--- src/core/spi_port_pkg.sv ---
// shared constants and carriers for the serial peripheral port block
package spi_port_pkg;
	localparam int          ADDR_W        = 16;
	localparam int          PORT_W        = 6;
	localparam int          XFER_BITS     = 8;
	localparam logic [4:0]  XFER_EDGES    = 5'h10;
	// register byte addresses on the bus
	localparam logic [15:0] ADR_PORT_DATA = 16'h1008;
	localparam logic [15:0] ADR_PORT_DIR  = 16'h100c;
	localparam logic [15:0] ADR_CONTROL   = 16'h1010;
	localparam logic [15:0] ADR_FLAGS     = 16'h1014;
	localparam logic [15:0] ADR_SHIFT_BUF = 16'h1018;
	localparam logic [15:0] ADR_IRQ_STAT  = 16'h101c;
	localparam logic [15:0] ADR_IRQ_MASK  = 16'h1020;
	// reset values
	localparam logic [5:0]  PORT_DATA_RST = 6'h00;
	localparam logic [5:0]  PORT_DIR_RST  = 6'h00;
	localparam logic [7:0]  CONTROL_RST   = 8'h04;
	localparam logic [2:0]  IRQ_MASK_RST  = 3'h7;
	// pin positions in serial mode
	localparam int          PIN_SS        = 5;
	localparam int          PIN_SCK       = 4;
	localparam int          PIN_MOSI      = 3;
	localparam int          PIN_MISO      = 2;
	localparam int          PIN_TXD       = 1;
	localparam int          PIN_RXD       = 0;
	// flag register bit positions
	localparam int          FLG_TC        = 7;
	localparam int          FLG_WCOL      = 6;
	localparam int          FLG_MODE_FAULT_FLAG      = 4;
	// interrupt status bit positions
	localparam int          IRQ_TC        = 0;
	localparam int          IRQ_MODE_FAULT_FLAG      = 1;
	localparam int          IRQ_WCOL      = 2;
	// clock dividers for rate codes 00..11, and half periods in clk_i cycles
	localparam int          DIV_CODE0     = 2;
	localparam int          DIV_CODE1     = 4;
	localparam int          DIV_CODE2     = 16;
	localparam int          DIV_CODE3     = 32;
	localparam logic [4:0]  HALF_CODE0    = 5'(DIV_CODE0 / 2);
	localparam logic [4:0]  HALF_CODE1    = 5'(DIV_CODE1 / 2);
	localparam logic [4:0]  HALF_CODE2    = 5'(DIV_CODE2 / 2);
	localparam logic [4:0]  HALF_CODE3    = 5'(DIV_CODE3 / 2);

	typedef struct packed {
		logic       serial_interrupt_enable;
		logic       serial_system_enable;
		logic       wired_or_mode;
		logic       master_select;
		logic       clock_polarity_bit;
		logic       clock_phase_bit;
		logic [1:0] bit_rate_select;
	} control_t;

	typedef enum logic {ST_IDLE, ST_SHIFT} xfer_state_t;
endpackage

--- src/core/host_spi_port_config.sv ---
// serial peripheral port with six shared pins, wishbone registers and interrupt
// Notes on behaviour
// - reset clears port data and leaves all six pins as inputs
// - setting serial system enable gives the pins to the serial function
// - serial pins: 5 select, 4 clock, 3 mosi, 2 miso, 1 txd, 0 rxd
// - port data upper two bits unused; writes to them ignored
// - direction bit zero makes pin input, one makes it output
// - direction register upper two bits ignore writes and touch no pin
// - serial master forces select, miso and rxd pins to inputs
// - serial master drives clock, mosi, txd only when their direction bits set
// - interrupt enable clear means no interrupt request at all
// - interrupt enable set requests interrupt on transfer complete, mode fault or write collision, each gated by its mask bit
// - clearing serial system enable returns pins to plain general purpose use
// - wired-or mode makes all outputs open drain, else push-pull
// - serial clock idles at the polarity bit level
// - rate codes 00..11 divide the clock by 2, 4, 16, 32
// - transfer done sets complete flag; flags read then buffer access clears it
// - as master, buffer write starts a transfer; results go to flag register
// - master with select pin low sets the mode fault flag
//
// The Wishbone interface to the registers was left to the implementer.
`timescale 1ns/1ps
module host_spi_port_config
	import spi_port_pkg::*;
(
	input  wire logic              clk_i,       // 40 MHz clock
	input  wire logic              rst_i,       // synchronous reset, active high
	input  wire logic              wb_cyc_i,    // bus cycle
	input  wire logic              wb_stb_i,    // bus strobe
	input  wire logic              wb_we_i,     // bus write
	input  wire logic [ADDR_W-1:0] wb_adr_i,    // byte address
	input  wire logic [3:0]        wb_sel_i,    // byte lanes
	input  wire logic [31:0]       wb_dat_i,    // write data
	output logic      [31:0]       wb_dat_o,    // read data
	output logic                   wb_ack_o,    // bus acknowledge
	input  wire logic [PORT_W-1:0] pin_i,       // pin levels
	output logic      [PORT_W-1:0] pin_o,       // pin output values
	output logic      [PORT_W-1:0] pin_oe_n_o,  // low while pin driven
	output logic                   irq_o        // interrupt request level
);
	logic              ack;
	logic [31:0]       rdata;
	logic [PORT_W-1:0] port_data;
	logic [PORT_W-1:0] port_dir;
	control_t          ctrl;
	logic [2:0]        irq_stat;
	logic [2:0]        irq_mask;
	xfer_state_t       state;
	logic [4:0]        div_cnt;
	logic [4:0]        half;
	logic [3:0]        edge_cnt;
	logic              sck_phase;
	logic [7:0]        shreg;
	logic [7:0]        rx_buf;
	logic              rx_bit;
	logic              mosi_q;
	logic              tc;
	logic              wcol;
	logic              mode_fault_flag;
	logic              arm_tc;
	logic              arm_mode_fault_flag;
	logic [PORT_W-1:0] drive;
	logic [PORT_W-1:0] out_val;
	logic [7:0]        next_shreg;

	wire logic req      = wb_cyc_i & wb_stb_i & ~ack;
	wire logic wr       = req & wb_we_i & wb_sel_i[0];
	wire logic rd       = req & ~wb_we_i;
	wire logic hit_data = (wb_adr_i == ADR_PORT_DATA);
	wire logic hit_dir  = (wb_adr_i == ADR_PORT_DIR);
	wire logic hit_ctrl = (wb_adr_i == ADR_CONTROL);
	wire logic hit_flg  = (wb_adr_i == ADR_FLAGS);
	wire logic hit_buf  = (wb_adr_i == ADR_SHIFT_BUF);
	wire logic hit_ist  = (wb_adr_i == ADR_IRQ_STAT);
	wire logic hit_imk  = (wb_adr_i == ADR_IRQ_MASK);
	wire logic serial   = ctrl.serial_system_enable;
	wire logic master   = serial & ctrl.master_select;
	wire logic busy     = (state == ST_SHIFT);
	wire logic fault    = master & ~pin_i[PIN_SS];
	wire logic start    = wr & hit_buf & master & ~busy & ~fault;
	wire logic collide  = wr & hit_buf & busy;
	wire logic tick     = busy & (div_cnt == half - 5'h01);
	wire logic leading  = ~edge_cnt[0];
	wire logic done     = tick & (edge_cnt == 4'(XFER_EDGES - 5'h01));
	wire logic abort    = busy & (~master | fault);
	wire logic buf_acc  = req & hit_buf;
	wire logic sck_lvl  = ctrl.clock_polarity_bit ^ sck_phase;
	wire logic [2:0] ev = {collide, fault, done};

	// bus slave: one wait state, every address answers, unmapped reads zero
	always_ff @(posedge clk_i) begin
		if (rst_i) begin
			ack <= 1'b0;
		end else begin
			ack <= req;
		end
	end

	always_ff @(posedge clk_i) begin
		if (rst_i) begin
			rdata <= 32'h0000_0000;
		end else if (rd) begin
			rdata <= 32'h0000_0000;
			case (1'b1)
				hit_data: rdata[PORT_W-1:0] <= (drive & out_val) | (~drive & pin_i);
				hit_dir:  rdata[PORT_W-1:0] <= port_dir;
				hit_ctrl: rdata[7:0] <= ctrl;
				hit_flg:  rdata[7:0] <= {tc, wcol, 1'b0, mode_fault_flag, 4'h0};
				hit_buf:  rdata[7:0] <= rx_buf;
				hit_ist:  rdata[2:0] <= irq_stat;
				hit_imk:  rdata[2:0] <= irq_mask;
				default:  rdata <= 32'h0000_0000;
			endcase
		end
	end

	assign wb_ack_o = ack;
	assign wb_dat_o = rdata;

	// only six bits are stored, so upper-bit writes vanish
	always_ff @(posedge clk_i) begin
		if (rst_i) begin
			port_data <= PORT_DATA_RST;
		end else if (wr & hit_data) begin
			port_data <= wb_dat_i[PORT_W-1:0];
		end
	end

	always_ff @(posedge clk_i) begin
		if (rst_i) begin
			port_dir <= PORT_DIR_RST;
		end else if (wr & hit_dir) begin
			port_dir <= wb_dat_i[PORT_W-1:0];
		end
	end

	always_ff @(posedge clk_i) begin
		if (rst_i) begin
			ctrl <= CONTROL_RST;
		end else if (wr & hit_ctrl) begin
			ctrl <= wb_dat_i[7:0];
		end
	end

	always_ff @(posedge clk_i) begin
		if (rst_i) begin
			irq_mask <= IRQ_MASK_RST;
		end else if (wr & hit_imk) begin
			irq_mask <= wb_dat_i[2:0];
		end
	end

	// write-one-to-clear; a new event in the clearing cycle survives
	always_ff @(posedge clk_i) begin
		if (rst_i) begin
			irq_stat <= 3'h0;
		end else begin
			irq_stat <= (irq_stat & ~((wr & hit_ist) ? wb_dat_i[2:0] : 3'h0)) | ev;
		end
	end

	assign irq_o = ctrl.serial_interrupt_enable & |(irq_stat & irq_mask);

	// clear sequence: flag read arms, later buffer access (or control write) clears
	always_ff @(posedge clk_i) begin
		if (rst_i) begin
			arm_tc <= 1'b0;
		end else if (rd & hit_flg & (tc | wcol)) begin
			arm_tc <= 1'b1;
		end else if (buf_acc) begin
			arm_tc <= 1'b0;
		end
	end

	always_ff @(posedge clk_i) begin
		if (rst_i) begin
			arm_mode_fault_flag <= 1'b0;
		end else if (rd & hit_flg & mode_fault_flag) begin
			arm_mode_fault_flag <= 1'b1;
		end else if (wr & hit_ctrl) begin
			arm_mode_fault_flag <= 1'b0;
		end
	end

	always_ff @(posedge clk_i) begin
		if (rst_i) begin
			tc <= 1'b0;
		end else if (done) begin
			tc <= 1'b1;
		end else if (buf_acc & arm_tc) begin
			tc <= 1'b0;
		end
	end

	always_ff @(posedge clk_i) begin
		if (rst_i) begin
			wcol <= 1'b0;
		end else if (collide) begin
			wcol <= 1'b1;
		end else if (buf_acc & arm_tc) begin
			wcol <= 1'b0;
		end
	end

	always_ff @(posedge clk_i) begin
		if (rst_i) begin
			mode_fault_flag <= 1'b0;
		end else if (fault) begin
			mode_fault_flag <= 1'b1;
		end else if (wr & hit_ctrl & arm_mode_fault_flag) begin
			mode_fault_flag <= 1'b0;
		end
	end

	always_comb begin
		case (ctrl.bit_rate_select)
			2'b00:   half = HALF_CODE0;
			2'b01:   half = HALF_CODE1;
			2'b10:   half = HALF_CODE2;
			default: half = HALF_CODE3;
		endcase
	end

	always_ff @(posedge clk_i) begin
		if (rst_i) begin
			state <= ST_IDLE;
		end else begin
			case (state)
				ST_IDLE:  state <= start ? ST_SHIFT : ST_IDLE;
				ST_SHIFT: state <= (done | abort) ? ST_IDLE : ST_SHIFT;
				default:  state <= ST_IDLE;
			endcase
		end
	end

	always_ff @(posedge clk_i) begin
		if (rst_i | start | tick) begin
			div_cnt <= 5'h00;
		end else if (busy) begin
			div_cnt <= div_cnt + 5'h01;
		end
	end

	// sixteen clock edges per byte; phase returns to idle after the last one
	always_ff @(posedge clk_i) begin
		if (rst_i | start | abort) begin
			edge_cnt  <= 4'h0;
			sck_phase <= 1'b0;
		end else if (tick) begin
			edge_cnt  <= edge_cnt + 4'h1;
			sck_phase <= ~sck_phase;
		end
	end

	always_comb begin
		next_shreg = ctrl.clock_phase_bit ? {shreg[6:0], pin_i[PIN_MISO]} : {shreg[6:0], rx_bit};
	end

	// phase 0: launch before first edge, sample leading, shift trailing
	// phase 1: launch on leading, sample and shift on trailing
	always_ff @(posedge clk_i) begin
		if (rst_i) begin
			shreg  <= 8'h00;
			rx_bit <= 1'b0;
			mosi_q <= 1'b0;
		end else if (start) begin
			shreg <= wb_dat_i[7:0];
			if (!ctrl.clock_phase_bit) begin
				mosi_q <= wb_dat_i[7];
			end
		end else if (tick & leading) begin
			if (ctrl.clock_phase_bit) begin
				mosi_q <= shreg[7];
			end else begin
				rx_bit <= pin_i[PIN_MISO];
			end
		end else if (tick) begin
			shreg <= next_shreg;
			if (!ctrl.clock_phase_bit) begin
				mosi_q <= shreg[6];
			end
		end
	end

	always_ff @(posedge clk_i) begin
		if (rst_i) begin
			rx_buf <= 8'h00;
		end else if (done) begin
			rx_buf <= next_shreg;
		end
	end

	// pin steering; slave mode only frees the select, clock and mosi pins
	always_comb begin
		out_val = port_data;
		drive   = port_dir;
		if (master) begin
			drive[PIN_SS]     = 1'b0;
			drive[PIN_MISO]   = 1'b0;
			drive[PIN_RXD]    = 1'b0;
			out_val[PIN_SCK]  = sck_lvl;
			out_val[PIN_MOSI] = mosi_q;
		end else if (serial) begin
			drive[PIN_SS]   = 1'b0;
			drive[PIN_SCK]  = 1'b0;
			drive[PIN_MOSI] = 1'b0;
		end
	end

	// open drain only pulls low; a high level is left to the pull-up
	assign pin_o      = out_val;
	assign pin_oe_n_o = ~(drive & (~{PORT_W{ctrl.wired_or_mode}} | ~out_val));
endmodule

--- config.mk ---
export PLATFORM = sky130hd
export DESIGN_NAME = host_spi_port_config
export DESIGN_NICKNAME = d
export VERILOG_FILES = /design/src/core/spi_port_pkg.sv /design/src/core/host_spi_port_config.sv
export SDC_FILE = /design/constraint.sdc
export NUM_CORES = 1
export LEC_CHECK = 0
export ABC_AREA = 1
export BUFFER_PORTS_ARGS = -buffer_cell sky130_fd_sc_hd__buf_2
export CAP_MARGIN = 5
export CORE_MARGIN = 5
export CORE_UTILIZATION = 52
export CTS_CLUSTER_DIAMETER = 120
export DETAILED_ROUTE_END_ITERATION = 6
export GPL_TIMING_DRIVEN = 0
export HOLD_SLACK_MARGIN = 0.02
export PLACE_DENSITY = 0.8
export SLEW_MARGIN = 10
export SYNTH_ARGS = -nofsm -noshare
export SYNTH_HDL_FRONTEND = slang
export SYNTH_SLANG_ARGS = --single-unit
--- constraint.sdc ---
create_clock -name clk_i -period 2.26 [get_ports clk_i]
set_clock_uncertainty 0.1 [all_clocks]
set_input_delay 0.339 -clock clk_i [delete_from_list [all_inputs] [get_ports clk_i]]
set_output_delay 0.339 -clock clk_i [all_outputs]
set_load 0.02 [all_outputs]
==> out/metrics.yaml <==
global_routing:
  wire_length_of_the_first_global_routing_pass_um: 16070
  globalRouteTotalUtil_pct: 23.02
  global_route.overflow_total: 0
  maximum_number_of_pins_on_one_net_before_global_route_repair: 12
  grt_antenna_before_repair: 0
  grt_pass1_vias: 3444
setup_path:
  critical_path.reg2reg.endpoint: "ctrl[2]$_SDFFE_PP1P_"
  critical_path_required_ns: 1.82
  critical_path_arrival_ns: 1.72
  setup.worst_path.class: "reg2out"
  reg2reg_setup_slack_ns: 0.23
  worst_r2r_path_depth: 7
  end_kind: "output port"
  crit_path_start_kind: "flop"
  reg2reg_from: "wb_ack_o$_SDFF_PP0_"
  cp_max_fo: 7
cts:
  cts-resized-gates: 0
  clk_latency_ns: 0.34
  cts-root-to-sink-buffers: 2
  htreeDepth: 3
  tritoncts_clock_tree: "yes"
  hold_buffers: 0
  tritoncts_num_sinks: 69
  clock_tree.root_cell: "clkbuf_8"
  numCtsBuffers: 9
  worst_setup_hold_path_clk_slew_ns: 0.07
  cts_post_setup_buffers_inserted: 0
yosys:
  synth_top_area_share_pct: 36.86
  synthDistinctLibCells: 33
  netlist.top_cell.by_area: "dfxtp_1"
  yosys_warnings: 0
  synthesis.area_per_instance_um2: 6.826
  synth_instances: 549
  ys_ff_latch: 69
  mappedNetlistArea_um2: 3747
  synth_sequential_area_ratio_pct: 36.86
  synth_area_leaders: "dfxtp_1 37%, nand2_1 12%, a21oi_1 7.1%, inv_1 6.4%, nor2_1 6.1%"
pwr:
  ir_drop_mv: 0.3823
  power.sequential.fraction_pct: 51.1
  power.combinational.fraction_pct: 7.9
  cellLeakagePower_nw: 2.032
  powerDensity_nw_per_um2: 537.5
  p_sw_w: 0.0005658
  switching_share_pct: 23.75
  power.share.clock_pct: 41.0
  internal_power_w: 0.001816
detailed_routing:
  drtAntennaViolNets: 0
  dr_vias: 3725
  first_iter_violations: 282
  route.detailed.drc: 0
  post_drt_wl_per_cell_um: 13.42
  finalWirelength_um: 9956
  viasPerCell: 5.020
  detail_route.first_pass.iterations: 5
layout:
  layout.cells.most_common: "nand2_1"
  instances_no_fill: 742
  drive_above_1_share_pct: 20.22
  layout_nets: 704
  fillCellCount: 731
  mostFrequentLayoutCells: "124 x nand2_1, 69 x dfxtp_1, 64 x inv_1"
  finish.utilization_pct: 62.10
  synth_to_final_area_change_pct: 18.26
  antenna_cells_inserted: 0
hold_path:
  worst_hold_startpoint: "wb_dat_i[2]"
  min_to: "port_data[2]$_SDFFE_PP0P_"
  holdCritPathClass: "in2reg"
  worst_hold_path.num_cells: 3
die:
  floorplan.initialDensity_pct: 52.51
  die-width_um: 94.89
  design.portCount: 109
  design.core.area_um2: 7137
  dieArea_um2: 9004
  fp.dieH_um: 94.89
  placementRows: 31
sta:
  fraction_of_the_cycle_the_final_worst_path_needs_pct: 95.45
  worst_slew_margin_rel_pct: 57.73
  layout_min_cycle_time_ns: 2.157
  grt_setup_unrepaired: "no"
  fin_setup_tns_ns: 0
  setup_viol_count_final: 0
  timing_max_transition_violations_final: 0
  worstMarginPinSlew_ns: 0.6294
  max_clock_freq_mhz: 463.6
  finalHoldViolCount: 0
status:
  run_status: "completed"
flow_run:
  cap_viol_max_count: 0
place:
  portBuffers: 56
  dp.final_hpwl_um: 7836
  dp_cells: 727
  globalplace.congestion: 0.9439
routing by layer:
| layer | up-vias | GRT usage (%) | routed length [µm] |
|---|---|---|---|
| met1 | 1681 | 28.73 | 4113 |
| met2 | 132 | 38.23 | 4898 |
| met3 | 24 | 4.861 | 705 |
| li1 | 1888 | - | - |
| met4 | 0 | 9.976 | 238 |
| met5 | - | 0 | 0 |
kinds of logic (layout without fill, tap and decap cells):
group | Yosys count | count (layout) | share of synthesized area, %
and+or+nand+nor | 247 | 247 | 30.55
AOI/OAI and AO/OA | 111 | 111 | 15.66
adders and majority gates | 2 | 2 | 0.6677
DFF | 69 | 69 | 36.86
xor gates and xnor gates | 7 | 7 | 1.636
other | 1 | 24 | 0.1001
buffers and inverters | 112 | 183 | 14.52
critical path, stage by stage, from the launching register on:
cell and delay, ns:
dfxtp_1 0.37, nand2_1 0.22, inv_1 0.18, nor2_1 0.07, a21oi_2 0.21, nand2_1 0.09
nand2_1 0.08, buf_2 0.16
final cells by class:
| cell class | count | area, µm² | share of cell area (%) |
|---|---|---|---|
| repair buffers | 56 | 280.3 | 6.324 |
| clock inverters | 4 | 48.80 | 1.101 |
| inverters | 70 | 265.3 | 5.985 |
| clock buffers | 11 | 141.4 | 3.190 |
| plain buffers | 42 | 279.0 | 6.296 |
| multi-input cells | 391 | 1912 | 43.14 |
| flip-flops and latches | 69 | 1381 | 31.17 |
| well taps | 99 | 123.9 | 2.795 |
Yosys cell counts, drive strengths merged:
cell,count
buf,34
a31oi,1
inv,69
clkbuf,8
dfxtp,69
xor2,6
ha,2
conb,1
nand4,14
xnor2,1
clkinv,1
nor4,1
nor2,68
o21a,4
nand2,131
nand3,30
nor3,3
o211ai,6
a21oi,53
o21ai,45
o21bai,2
stage by stage:
step                      setup slack, ns  hold WS [ns]  total power, W  instance area (µm²)
after detailed placement           0.1423        0.3437        0.001428                 4238
after global placement             0.1601        0.3353        0.001426                 4238
final                              0.1029        0.2087        0.002382                 4432
after CTS                         0.01988        0.1885        0.002392                 4428
after global routing              0.01185        0.2330        0.002485                 4432
after floorplan                    0.3860        0.3239        0.001370                 3834
power by group through the flow:
stage	Clock (W)	Sequential [W]	Combinational, W
6_report	0.000978	0.00122	0.000188
3_5_place_dp	0	0.00124	0.000184
4_1_cts	0.000991	0.00122	0.000185
5_1_grt	0.00106	0.00122	0.000206
3_3_place_gp	0	0.00124	0.000182
2_1_floorplan	0	0.00125	0.000125
flip-flops by register name, indices dropped and copies added (netlist names), 3 cells and up:
signal and flops:
irq_stat 3, wb_dat_o 8, rx_buf 8, port_data 6, edge_cnt 4, irq_mask 3, shreg 8, ctrl 7
div_cnt 5, port_dir 6
worst max-delay path by stage:
stage | start | to
finish | serial$_SDFFE_PP0P_ | pin_oe_n_o[4]
global route | serial$_SDFFE_PP0P_ | pin_oe_n_o[4]
CTS | serial$_SDFFE_PP0P_ | pin_oe_n_o[4]
detailed placement | wb_stb_i | ctrl[2]$_SDFFE_PP1P_
global placement | wb_cyc_i | ctrl[2]$_SDFFE_PP1P_
floorplan | serial$_SDFFE_PP0P_ | pin_oe_n_o[3]
(Power assumes the default switching activity.)
